### src/osg_pkg.sv
// Overview of operation
// - bit 0 flags calibration mode
// - bit 5 flags waiting for trigger
// - bit 8 flags constant-voltage regulation
// - bit 10 flags constant-current regulation
// - bit 11 flags turn-on delay active
// - bit 12 flags turn-off delay active
// - bit 14 flags test program running
// - condition word mirrors live status continuously
// - condition read has no side effect
// - enabled rising filter latches false-to-true changes
// - enabled falling filter latches true-to-false changes
// - events set only by selected same-position transitions
// - event read returns value then clears all except events set in the read cycle
// - mask selects events feeding the summary bit
// - summary appears as status byte bit 7
package osg_pkg;

    // ****************************************************************
    // word layout
    // ****************************************************************
    localparam int unsigned OSG_WIDTH = 16;

    localparam int unsigned BIT_CALIBRATION  = 0;
    localparam int unsigned BIT_TRIGGER_WAIT = 5;
    localparam int unsigned BIT_VOLTAGE_REG  = 8;
    localparam int unsigned BIT_CURRENT_REG  = 10;
    localparam int unsigned BIT_TURN_ON_DLY  = 11;
    localparam int unsigned BIT_TURN_OFF_DLY = 12;
    localparam int unsigned BIT_PROGRAM_RUN  = 14;
    localparam int unsigned STB_SUMMARY_BIT  = 7;

    // implemented condition bits
    localparam logic [15:0] COND_IMPL_MASK = 16'h5D21;

    // ****************************************************************
    // register map (byte addresses)
    // ****************************************************************
    localparam logic [7:0] OFS_CONDITION  = 8'h00;
    localparam logic [7:0] OFS_RISE_FILT  = 8'h04;
    localparam logic [7:0] OFS_FALL_FILT  = 8'h08;
    localparam logic [7:0] OFS_EVENTS     = 8'h0C;
    localparam logic [7:0] OFS_SUM_MASK   = 8'h10;
    localparam logic [7:0] OFS_STATUS_BYTE = 8'h14;
    localparam logic [7:0] OFS_IRQ_STATUS = 8'h18;
    localparam logic [7:0] OFS_IRQ_MASK   = 8'h1C;

    // reset values
    localparam logic [15:0] RST_RISE_FILT = 16'hFFFF;
    localparam logic [15:0] RST_FALL_FILT = 16'h0000;
    localparam logic [15:0] RST_SUM_MASK  = 16'h0000;
    localparam logic [15:0] RST_IRQ_MASK  = 16'h0000;

    // ahb transfer types
    localparam logic [1:0] HTRANS_NONSEQ = 2'h2;
    localparam logic [1:0] HTRANS_SEQ    = 2'h3;

    // live status inputs
    typedef struct packed {
        logic calibration;
        logic trigger_wait;
        logic voltage_regulating;
        logic current_regulating;
        logic turn_on_delay_active;
        logic turn_off_delay_active;
        logic test_program_running;
    } osg_status_s;

    // captured address phase
    typedef struct packed {
        logic       valid;
        logic       write;
        logic [7:0] addr;
    } osg_aphase_s;

endpackage

### src/osg_operation_status_group.sv
`timescale 1ns/1ps
module osg_operation_status_group
    import osg_pkg::*;
(
    // clock and reset
    input  wire logic               ref_clk_i,
    input  wire logic               srst_i,
    // live status from the supply (asynchronous)
    input  wire osg_status_s        status_i,
    // ahb-lite slave
    input  wire logic               hsel_i,
    input  wire logic [31:0]        haddr_i,
    input  wire logic [1:0]         htrans_i,
    input  wire logic               hwrite_i,
    input  wire logic [2:0]         hsize_i,
    input  wire logic [31:0]        hwdata_i,
    input  wire logic               hready_i,
    output logic [31:0]             hrdata_o,
    output logic                    hreadyout_o,
    output logic                    hresp_o,
    // summary and interrupt
    output logic                    operation_summary_o,
    output logic                    irq_o
);

    // ****************************************************************
    // condition word
    // ****************************************************************
    logic [15:0] raw_cond;
    logic [15:0] sync1_q;
    logic [15:0] cond_q;
    logic [15:0] cond_prev_q;

    // pack the live status into its bit positions
    always_comb
    begin
        raw_cond                   = 16'h0000;
        raw_cond[BIT_CALIBRATION]  = status_i.calibration;
        raw_cond[BIT_TRIGGER_WAIT] = status_i.trigger_wait;
        raw_cond[BIT_VOLTAGE_REG]  = status_i.voltage_regulating;
        raw_cond[BIT_CURRENT_REG]  = status_i.current_regulating;
        raw_cond[BIT_TURN_ON_DLY]  = status_i.turn_on_delay_active;
        raw_cond[BIT_TURN_OFF_DLY] = status_i.turn_off_delay_active;
        raw_cond[BIT_PROGRAM_RUN]  = status_i.test_program_running;
    end

    // two-stage synchroniser, then a copy for edge detection
    always_ff @(posedge ref_clk_i)
    begin
        if (srst_i)
        begin
            sync1_q     <= 16'h0000;
            cond_q      <= 16'h0000;
            cond_prev_q <= 16'h0000;
        end
        else
        begin
            sync1_q     <= raw_cond;
            cond_q      <= sync1_q;
            cond_prev_q <= cond_q;
        end
    end

    // ****************************************************************
    // bus address phase capture
    // ****************************************************************
    osg_aphase_s ap_q;
    wire         ap_take = hsel_i & hready_i & htrans_i[1];

    always_ff @(posedge ref_clk_i)
    begin
        if (srst_i)
        begin
            ap_q <= '0;
        end
        else if (hready_i)
        begin
            ap_q <= '{valid: ap_take, write: hwrite_i, addr: haddr_i[7:0]};
        end
    end

    // data phase strobes, zero wait state
    wire wr_en       = ap_q.valid & ap_q.write;
    wire rd_en       = ap_q.valid & ~ap_q.write;
    wire wr_rise     = wr_en & (ap_q.addr == OFS_RISE_FILT);
    wire wr_fall     = wr_en & (ap_q.addr == OFS_FALL_FILT);
    wire wr_smask    = wr_en & (ap_q.addr == OFS_SUM_MASK);
    wire wr_istat    = wr_en & (ap_q.addr == OFS_IRQ_STATUS);
    wire wr_imask    = wr_en & (ap_q.addr == OFS_IRQ_MASK);
    wire rd_events   = rd_en & (ap_q.addr == OFS_EVENTS);

    // ****************************************************************
    // filters, mask and event latch
    // ****************************************************************
    logic [15:0] rise_filt_q;
    logic [15:0] fall_filt_q;
    logic [15:0] sum_mask_q;
    logic [15:0] events_q;

    wire [15:0] rose_bits = cond_q & ~cond_prev_q;
    wire [15:0] fell_bits = ~cond_q & cond_prev_q;
    // only selected transitions at the same position set events
    wire [15:0] ev_set = (rose_bits & rise_filt_q)
                       | (fell_bits & fall_filt_q);

    // control registers written by software
    always_ff @(posedge ref_clk_i)
    begin
        if (srst_i)
        begin
            rise_filt_q <= RST_RISE_FILT;
            fall_filt_q <= RST_FALL_FILT;
            sum_mask_q  <= RST_SUM_MASK;
        end
        else
        begin
            if (wr_rise)  rise_filt_q <= hwdata_i[15:0];
            if (wr_fall)  fall_filt_q <= hwdata_i[15:0];
            if (wr_smask) sum_mask_q  <= hwdata_i[15:0];
        end
    end

    // events hold until read; a new event in the read cycle survives
    always_ff @(posedge ref_clk_i)
    begin
        if (srst_i)
        begin
            events_q <= 16'h0000;
        end
        else if (rd_events)
        begin
            events_q <= ev_set;
        end
        else
        begin
            events_q <= events_q | ev_set;
        end
    end

    // summary is combinational from the latched events
    assign operation_summary_o = |(events_q & sum_mask_q);

    wire [7:0] status_byte = {operation_summary_o, 7'h00};

    // ****************************************************************
    // interrupt: bit 0 new event, bit 1 summary rose
    // ****************************************************************
    logic [1:0] irq_stat_q;
    logic [1:0] irq_mask_q;
    logic       summary_prev_q;
    wire  [1:0] irq_set = {operation_summary_o & ~summary_prev_q, |ev_set};

    // sticky status, write one to clear, set wins
    always_ff @(posedge ref_clk_i)
    begin
        if (srst_i)
        begin
            irq_stat_q     <= 2'h0;
            irq_mask_q     <= RST_IRQ_MASK[1:0];
            summary_prev_q <= 1'b0;
        end
        else
        begin
            irq_stat_q     <= (irq_stat_q & ~(wr_istat ? hwdata_i[1:0] : 2'h0)) | irq_set;
            summary_prev_q <= operation_summary_o;
            if (wr_imask) irq_mask_q <= hwdata_i[1:0];
        end
    end

    assign irq_o = |(irq_stat_q & irq_mask_q);

    // ****************************************************************
    // read data
    // ****************************************************************
    logic [31:0] rd_mux;

    // condition read is a plain view, no side effect
    always_comb
    begin
        case (ap_q.addr)
            OFS_CONDITION:   rd_mux = {16'h0000, cond_q};
            OFS_RISE_FILT:   rd_mux = {16'h0000, rise_filt_q};
            OFS_FALL_FILT:   rd_mux = {16'h0000, fall_filt_q};
            OFS_EVENTS:      rd_mux = {16'h0000, events_q};
            OFS_SUM_MASK:    rd_mux = {16'h0000, sum_mask_q};
            OFS_STATUS_BYTE: rd_mux = {24'h000000, status_byte};
            OFS_IRQ_STATUS:  rd_mux = {30'h0, irq_stat_q};
            OFS_IRQ_MASK:    rd_mux = {30'h0, irq_mask_q};
            default:         rd_mux = 32'h00000000;
        endcase
    end

    assign hrdata_o    = rd_en ? rd_mux : 32'h00000000;
    assign hreadyout_o = 1'b1;
    assign hresp_o     = 1'b0;

endmodule // osg_operation_status_group

### config.mk
export PLATFORM = sky130hd
export DESIGN_NAME = osg_operation_status_group
export DESIGN_NICKNAME = d
export VERILOG_FILES = /design/src/osg_pkg.sv /design/src/osg_operation_status_group.sv
export SDC_FILE = /design/constraint.sdc
export NUM_CORES = 1
export LEC_CHECK = 0
export BUFFER_PORTS_ARGS = -buffer_cell sky130_fd_sc_hd__buf_2
export CAP_MARGIN = 20
export CORE_ASPECT_RATIO = 1.4
export CORE_MARGIN = 2
export CORE_UTILIZATION = 46
export CTS_CLUSTER_SIZE = 16
export DETAILED_ROUTE_END_ITERATION = 16
export HOLD_SLACK_MARGIN = 0.03
export PLACE_DENSITY = 0.76
export SLEW_MARGIN = 40
export SYNTH_ARGS = -nofsm -noshare
export SYNTH_HDL_FRONTEND = slang
export SYNTH_SLANG_ARGS = --single-unit
### constraint.sdc
create_clock -name ref_clk_i -period 2.1 [get_ports ref_clk_i]
set_clock_uncertainty 0.05 [all_clocks]
set_input_delay 0 -clock ref_clk_i [delete_from_list [all_inputs] [get_ports ref_clk_i]]
set_output_delay 0 -clock ref_clk_i [all_outputs]
set_load 0.03 [all_outputs]
[Word-level counts from Yosys, hierarchy flattened]
Cells that the tools add are included.
Storage, ports and cells
  logic and storage cells: 55
  register bits after elaboration: 127
  memories kept: 0
  memory bits (read-only): 0
  bits in writable memories: 0
  input bits: 81
  output and inout bits: 36
  bits in latches: 0
Cells by class
  divide/modulo/power cells: 0
  $add $sub $neg: 0
  shift-type cells: 0
  reduce and logical (&&, ||, !) cells: 4
  order comparisons: 0
  equal/unequal tests: 7
  muxes and demuxes: 4
  $mul: 0
  bitwise operators: 26
Operators with widths (count)
  16-bit one-hot mux with 8 select lines: 1
  16-bit AND: 5
  8-bit by 5-bit equality test with 1-bit output (second input constant): 4
  32-bit two-way mux: 1
  16-bit NOT: 2
  16-bit OR: 2
  16-bit OR reduction: 2
  8-bit by 4-bit equality test with 1-bit output (second input constant): 2
  16-bit two-way mux: 1
  1-bit AND: 11
  8-bit by 3-bit equality test with 1-bit output (second input constant): 1
  8-bit zero test: 1
  2-bit AND: 2
  2-bit two-way mux: 1
  1-bit NOT: 2
  2-bit NOT: 1
  2-bit OR: 1
  2-bit OR reduction: 1

[Depth between registers and ports, before layout]
  depth after elaboration: 6
  gate-level depth with buffers: 8
  mapped depth without buffers: 4

[Worst setup path after synthesis]
OpenSTA, ideal clock, no wires.
  kind: flip-flop to output port
  start: register ap_q[4] in the netlist's numbering
  end: output hrdata_o[1]
  arrival time: 2049 ps
  setup slack: 1 ps
  required time: 2050 ps
  cell stages (with the launch flop): 8
  cells stage by stage: dfxtp_1 -> buf_6 -> or4b_1 -> buf_2 -> nor2_1 -> buf_2 -> a21oi_1 -> a21oi_1
Between the ends
  longest elaborated chain between the ends: 3
  elaborated cells on any way between the ends: 10
  those cells by class: eq/ne (7); mux (2); reduce/logical (1)
Ends and longest elaborated chain
  from (decl): line osg_operation_status_group.sv:67  | osg_aphase_s ap_q;
  from (signal assigned): line osg_operation_status_group.sv:78  | ap_q <= '{valid: ap_take, write: hwrite_i, addr: haddr_i[7:0]};
  8-bit by 5-bit equality test with 1-bit output (tied with other cells): line osg_operation_status_group.sv:180  | case (ap_q.addr)
  16-bit one-hot mux with 8 select lines *: line osg_operation_status_group.sv:180
  32-bit two-way mux *: line osg_operation_status_group.sv:193  | assign hrdata_o = rd_en ? rd_mux : 32'h00000000;
  to (decl): line osg_operation_status_group.sv:18  | output logic [31:0] hrdata_o,
Every way passes the cells marked *; elsewhere a longest branch is shown, timed or not.

[Final worst setup path]
  start: register ap_q[5] in the netlist's numbering
  end: output hrdata_o[7]
Same word-level chain as after synthesis.

==> results.sh <==
export IMPL_hold_slack_ns=0.0499
export IMPL_synth_top_family_by_area="simple AND/OR/NAND/NOR gates"
export IMPL_slew_headroom_pct=66.1
export IMPL_cap_violations=0
export IMPL_synthXorXnorAreaFrac_pct=0
export IMPL_cts_tree="yes"
export IMPL_status="finished clean"
export IMPL_synth_area_leader_cell="dfxtp_1"
export IMPL_fmax_mhz=481
export IMPL_grt_pass1_wl_mm=15.9
export IMPL_grt_ovfl_total=0
export IMPL_grt_max_degree=59
export IMPL_hold_viol_final=0
export IMPL_syn_area_per_cell_um2=9.30
export IMPL_clk_path_buf_depth=2
export IMPL_antenna_cells=0
export IMPL_reg2reg_depth=6
export IMPL_synth_ff_type="dfxtp_1"
export IMPL_place_gp_congestion=0.817
export IMPL_min_from="hready_i"
export IMPL_cts_sinks=91
export IMPL_cts_root_buffer="clkbuf_16"
export IMPL_yosys_area_top_type_share_pct=45.8
export IMPL_fp_dieH_um=114
export IMPL_yosys_area_share_adder_pct=0
export IMPL_yosysSeqAreaShare_pct=45.8
export IMPL_die_width_um=82.6
export IMPL_syn_inst=428
export IMPL_synthArstFlopShare_pct=0
export IMPL_io_pins=117
export IMPL_fin_nets=610
export IMPL_post_synth_and_or_nand_nor_area_fraction_pct=24.4
export IMPL_synth_compound_area_share_pct=8.02
export IMPL_numCtsBuffers=9
export IMPL_start_util_pct=46.8
export IMPL_power_density_nw_per_um2=746
export IMPL_grtUsageTotal_pct=22.2
export IMPL_core_rowCount=40
export IMPL_total_power_w=0.00386
export IMPL_insertion_delay_ns=0.35
export IMPL_leakagePower_nw=2.07
export IMPL_numPortBuffers=54
export IMPL_antenna_found_initial=0
export IMPL_clkSlewWorstSetupHoldPaths_ns=0.06
export IMPL_ir_worst_vdd_mv=0.506
export IMPL_synth_seq_cells=91
export IMPL_drc=0
export IMPL_drt_initial_drc_count=329
export IMPL_ys_warn_count=0
export IMPL_layout_min_cycle_time_ns=2.08
export IMPL_mappedNetlistArea_um2=3980
export IMPL_rsz0062_at_grt="yes"
export IMPL_final_period_utilization_pct=99.0
export IMPL_critPathArrivalTime_ns=2.03
export IMPL_die_area_um2=9420
export IMPL_place_ws_ns=0.113
export IMPL_grt_pass1_vias=3388
export IMPL_vias_per_cell=5.30
export IMPL_path_max_fanout=7
export IMPL_reg2reg_from="ap_q[6]"
export IMPL_synthTopCellsByArea="dfxtp_1 (46%), mux2i_1 (12%), nor2_1 (6.6%)"
export IMPL_tightest_slew_ns=0.505
export IMPL_wl_mm=9.88
export IMPL_timing_rr_end="fall_filt_q[10]"
export IMPL_required_ns=2.05
export IMPL_finalSetupViolations=0
export IMPL_slew_violations=0
export IMPL_crit_type="flop to output port"
export IMPL_wire_per_inst_um=15.5
export IMPL_hold_path_class="input port to flop"
export IMPL_holdPathStages=3
export IMPL_rrSetupSlack_ns=0.09
export IMPL_fin_ws_ns=0.0206
export IMPL_synth_edf_count=0
export IMPL_firstDrtPassIters=4
export IMPL_crit_path_end_kind="output port"
export IMPL_start_kind="flop"
export IMPL_dp_hpwl_mm=6.41
export IMPL_post_synth_mux_area_share_pct=14.7
export IMPL_area_delta_synth_final_pct=30.2
export IMPL_drive_gt1_share_pct=23.6
export IMPL_synthDistinctLibCells=37
export IMPL_antenna_left=0
export IMPL_route_vias_total=3384
export IMPL_design_core_area_um2=8510
export IMPL_worstHoldEndpoint="ap_q[3]"
export IMPL_h_tree_depth=3
==> what timing repair did <==
item | CTS | global route
endpoints found under the setup margin | 15 | 12
hold buffers | 35 | 0
gates resized for setup | 22 | 22
hold endpoints to repair | 68 | 0
cloned | 1 | 0
setup buffers | 3 | 3
pin swaps | 8 | 6
==> logic make-up (layout without fill, tap and decap cells) <==
group / count (synthesis) / count (layout)
mux: 52 / 52
buf+inv: 45 / 135
other cells: 2 / 18
flops: 91 / 91
simple gates: 190 / 190
compound gates: 48 / 48
==> state kept, by name (all words and copies together) (netlist names) <==
signal          flops
fall_filt_q        16
rise_filt_q        16
sum_mask_q         16
ap_q               10
cond_prev_q         7
cond_q              7
events_q            7
sync1_q             7
irq_mask_q          2
irq_stat_q          2
summary_prev_q      1
==> routing by layer <==
metal  track usage, %  vias to the layer above  wire [µm]
li1                 -                     1649          -
met1             27.3                     1604       4090
met2             35.6                      110       4920
met3             4.59                       21        588
met4             12.7                        0        272
met5                0                        -          0
==> power breakdown <==
| group | internal (W) | switching (W) |
|---|---|---|
| registers | 0.00177 | 0.0000309 |
| logic | 0.000184 | 0.000208 |
| clock network | 0.00102 | 0.000656 |
| total | 0.00297 | 0.000895 |
==> cells in the final DEF (no fill, tap or decap), types with 2 or more instances in the layout <==
cell type      synthesis  final
mux2i_1               47     47
nor4_1                 2      2
buf_2                  6     42
nor3_1                 2      2
conb_1                 2     18
a21oi_2                0      2
o2bb2ai_1              2      2
buf_6                  3      5
nand3_1                5      5
nand2_1               47     47
mux4_2                 5      5
dlygate4sd3_1          0     35
clkbuf_16              0      9
inv_1                  2      2
nor2_1                70     66
a222oi_1               9      9
dfxtp_2                0      7
nor3_4                 2      2
nor2_4                 0      4
dfxtp_1               91     84
o21ai_0               12     12
nor4b_1                2      2
buf_4                 18     32
a21oi_1               14     12
nand2b_1               2      2
buf_12                 0      2
clkinvlp_4             0      2
a22oi_1                8      8
a31oi_1                2      2
nand3b_1              24     24
or4b_4                 0      3
or2_2                  2      2
nor2b_1               22     22
clkbuf_8               0      3
or4_4                  1      2
==> area by class of cell <==
class	instances	area [µm²]
fill	709	3330
inverter	2	7.51
clock buffer	13	270
sequential	91	1830
clock inverter	3	45.0
timing repair buffer	117	905
tap	105	131
multi-input combinational	308	1990
==> metrics by stage <==
stage / cell area, µm² / TNS [ns] / util (%) / instances
after floorplan: 4040 / 0 / - / 444
after global placement: 4350 / 0 / 51.2 / 581
after detailed placement: 4350 / 0 / 51.2 / 581
after CTS: 5110 / -0.00101 / 60.1 / 636
after global routing: 5180 / -0.0826 / 60.9 / 639
final: 5180 / 0 / 60.9 / 639
==> worst max path at each step <==
stage	start	end	slack, ns	cells after the start
floorplan	ap_q[4]	hrdata_o[1]	0.0006	7
global placement	ap_q[7]	hrdata_o[7]	0.16	6
detailed placement	ap_q[7]	sum_mask_q[4]	0.11	5
CTS	ap_q[5]	hrdata_o[3]	-0.001	6
global route	ap_q[3]	hrdata_o[7]	-0.04	7
finish	ap_q[5]	hrdata_o[7]	0.02	6
==> critical path, stage by stage, from the launching register on <==
cell,delay (ns)
dfxtp_2,0.34
or4b_4,0.56
nor2_4,0.17
buf_6,0.16
a222oi_1,0.10
nor2_1,0.16
buf_4,0.18
==> synthesized netlist by cell type, types with 3 or more instances <==
master / instances
nand3b_1: 24
mux4_2: 5
a22oi_1: 8
a21oi_1: 14
o21ai_0: 12
nand3_1: 5
buf_2: 6
nor2_1: 70
mux2i_1: 47
a222oi_1: 9
buf_6: 3
buf_4: 18
dfxtp_1: 91
clkbuf_1: 13
nor2b_1: 22
nand2_1: 47
or4b_1: 3
Note: power is estimated with default switching activity, not from simulation.
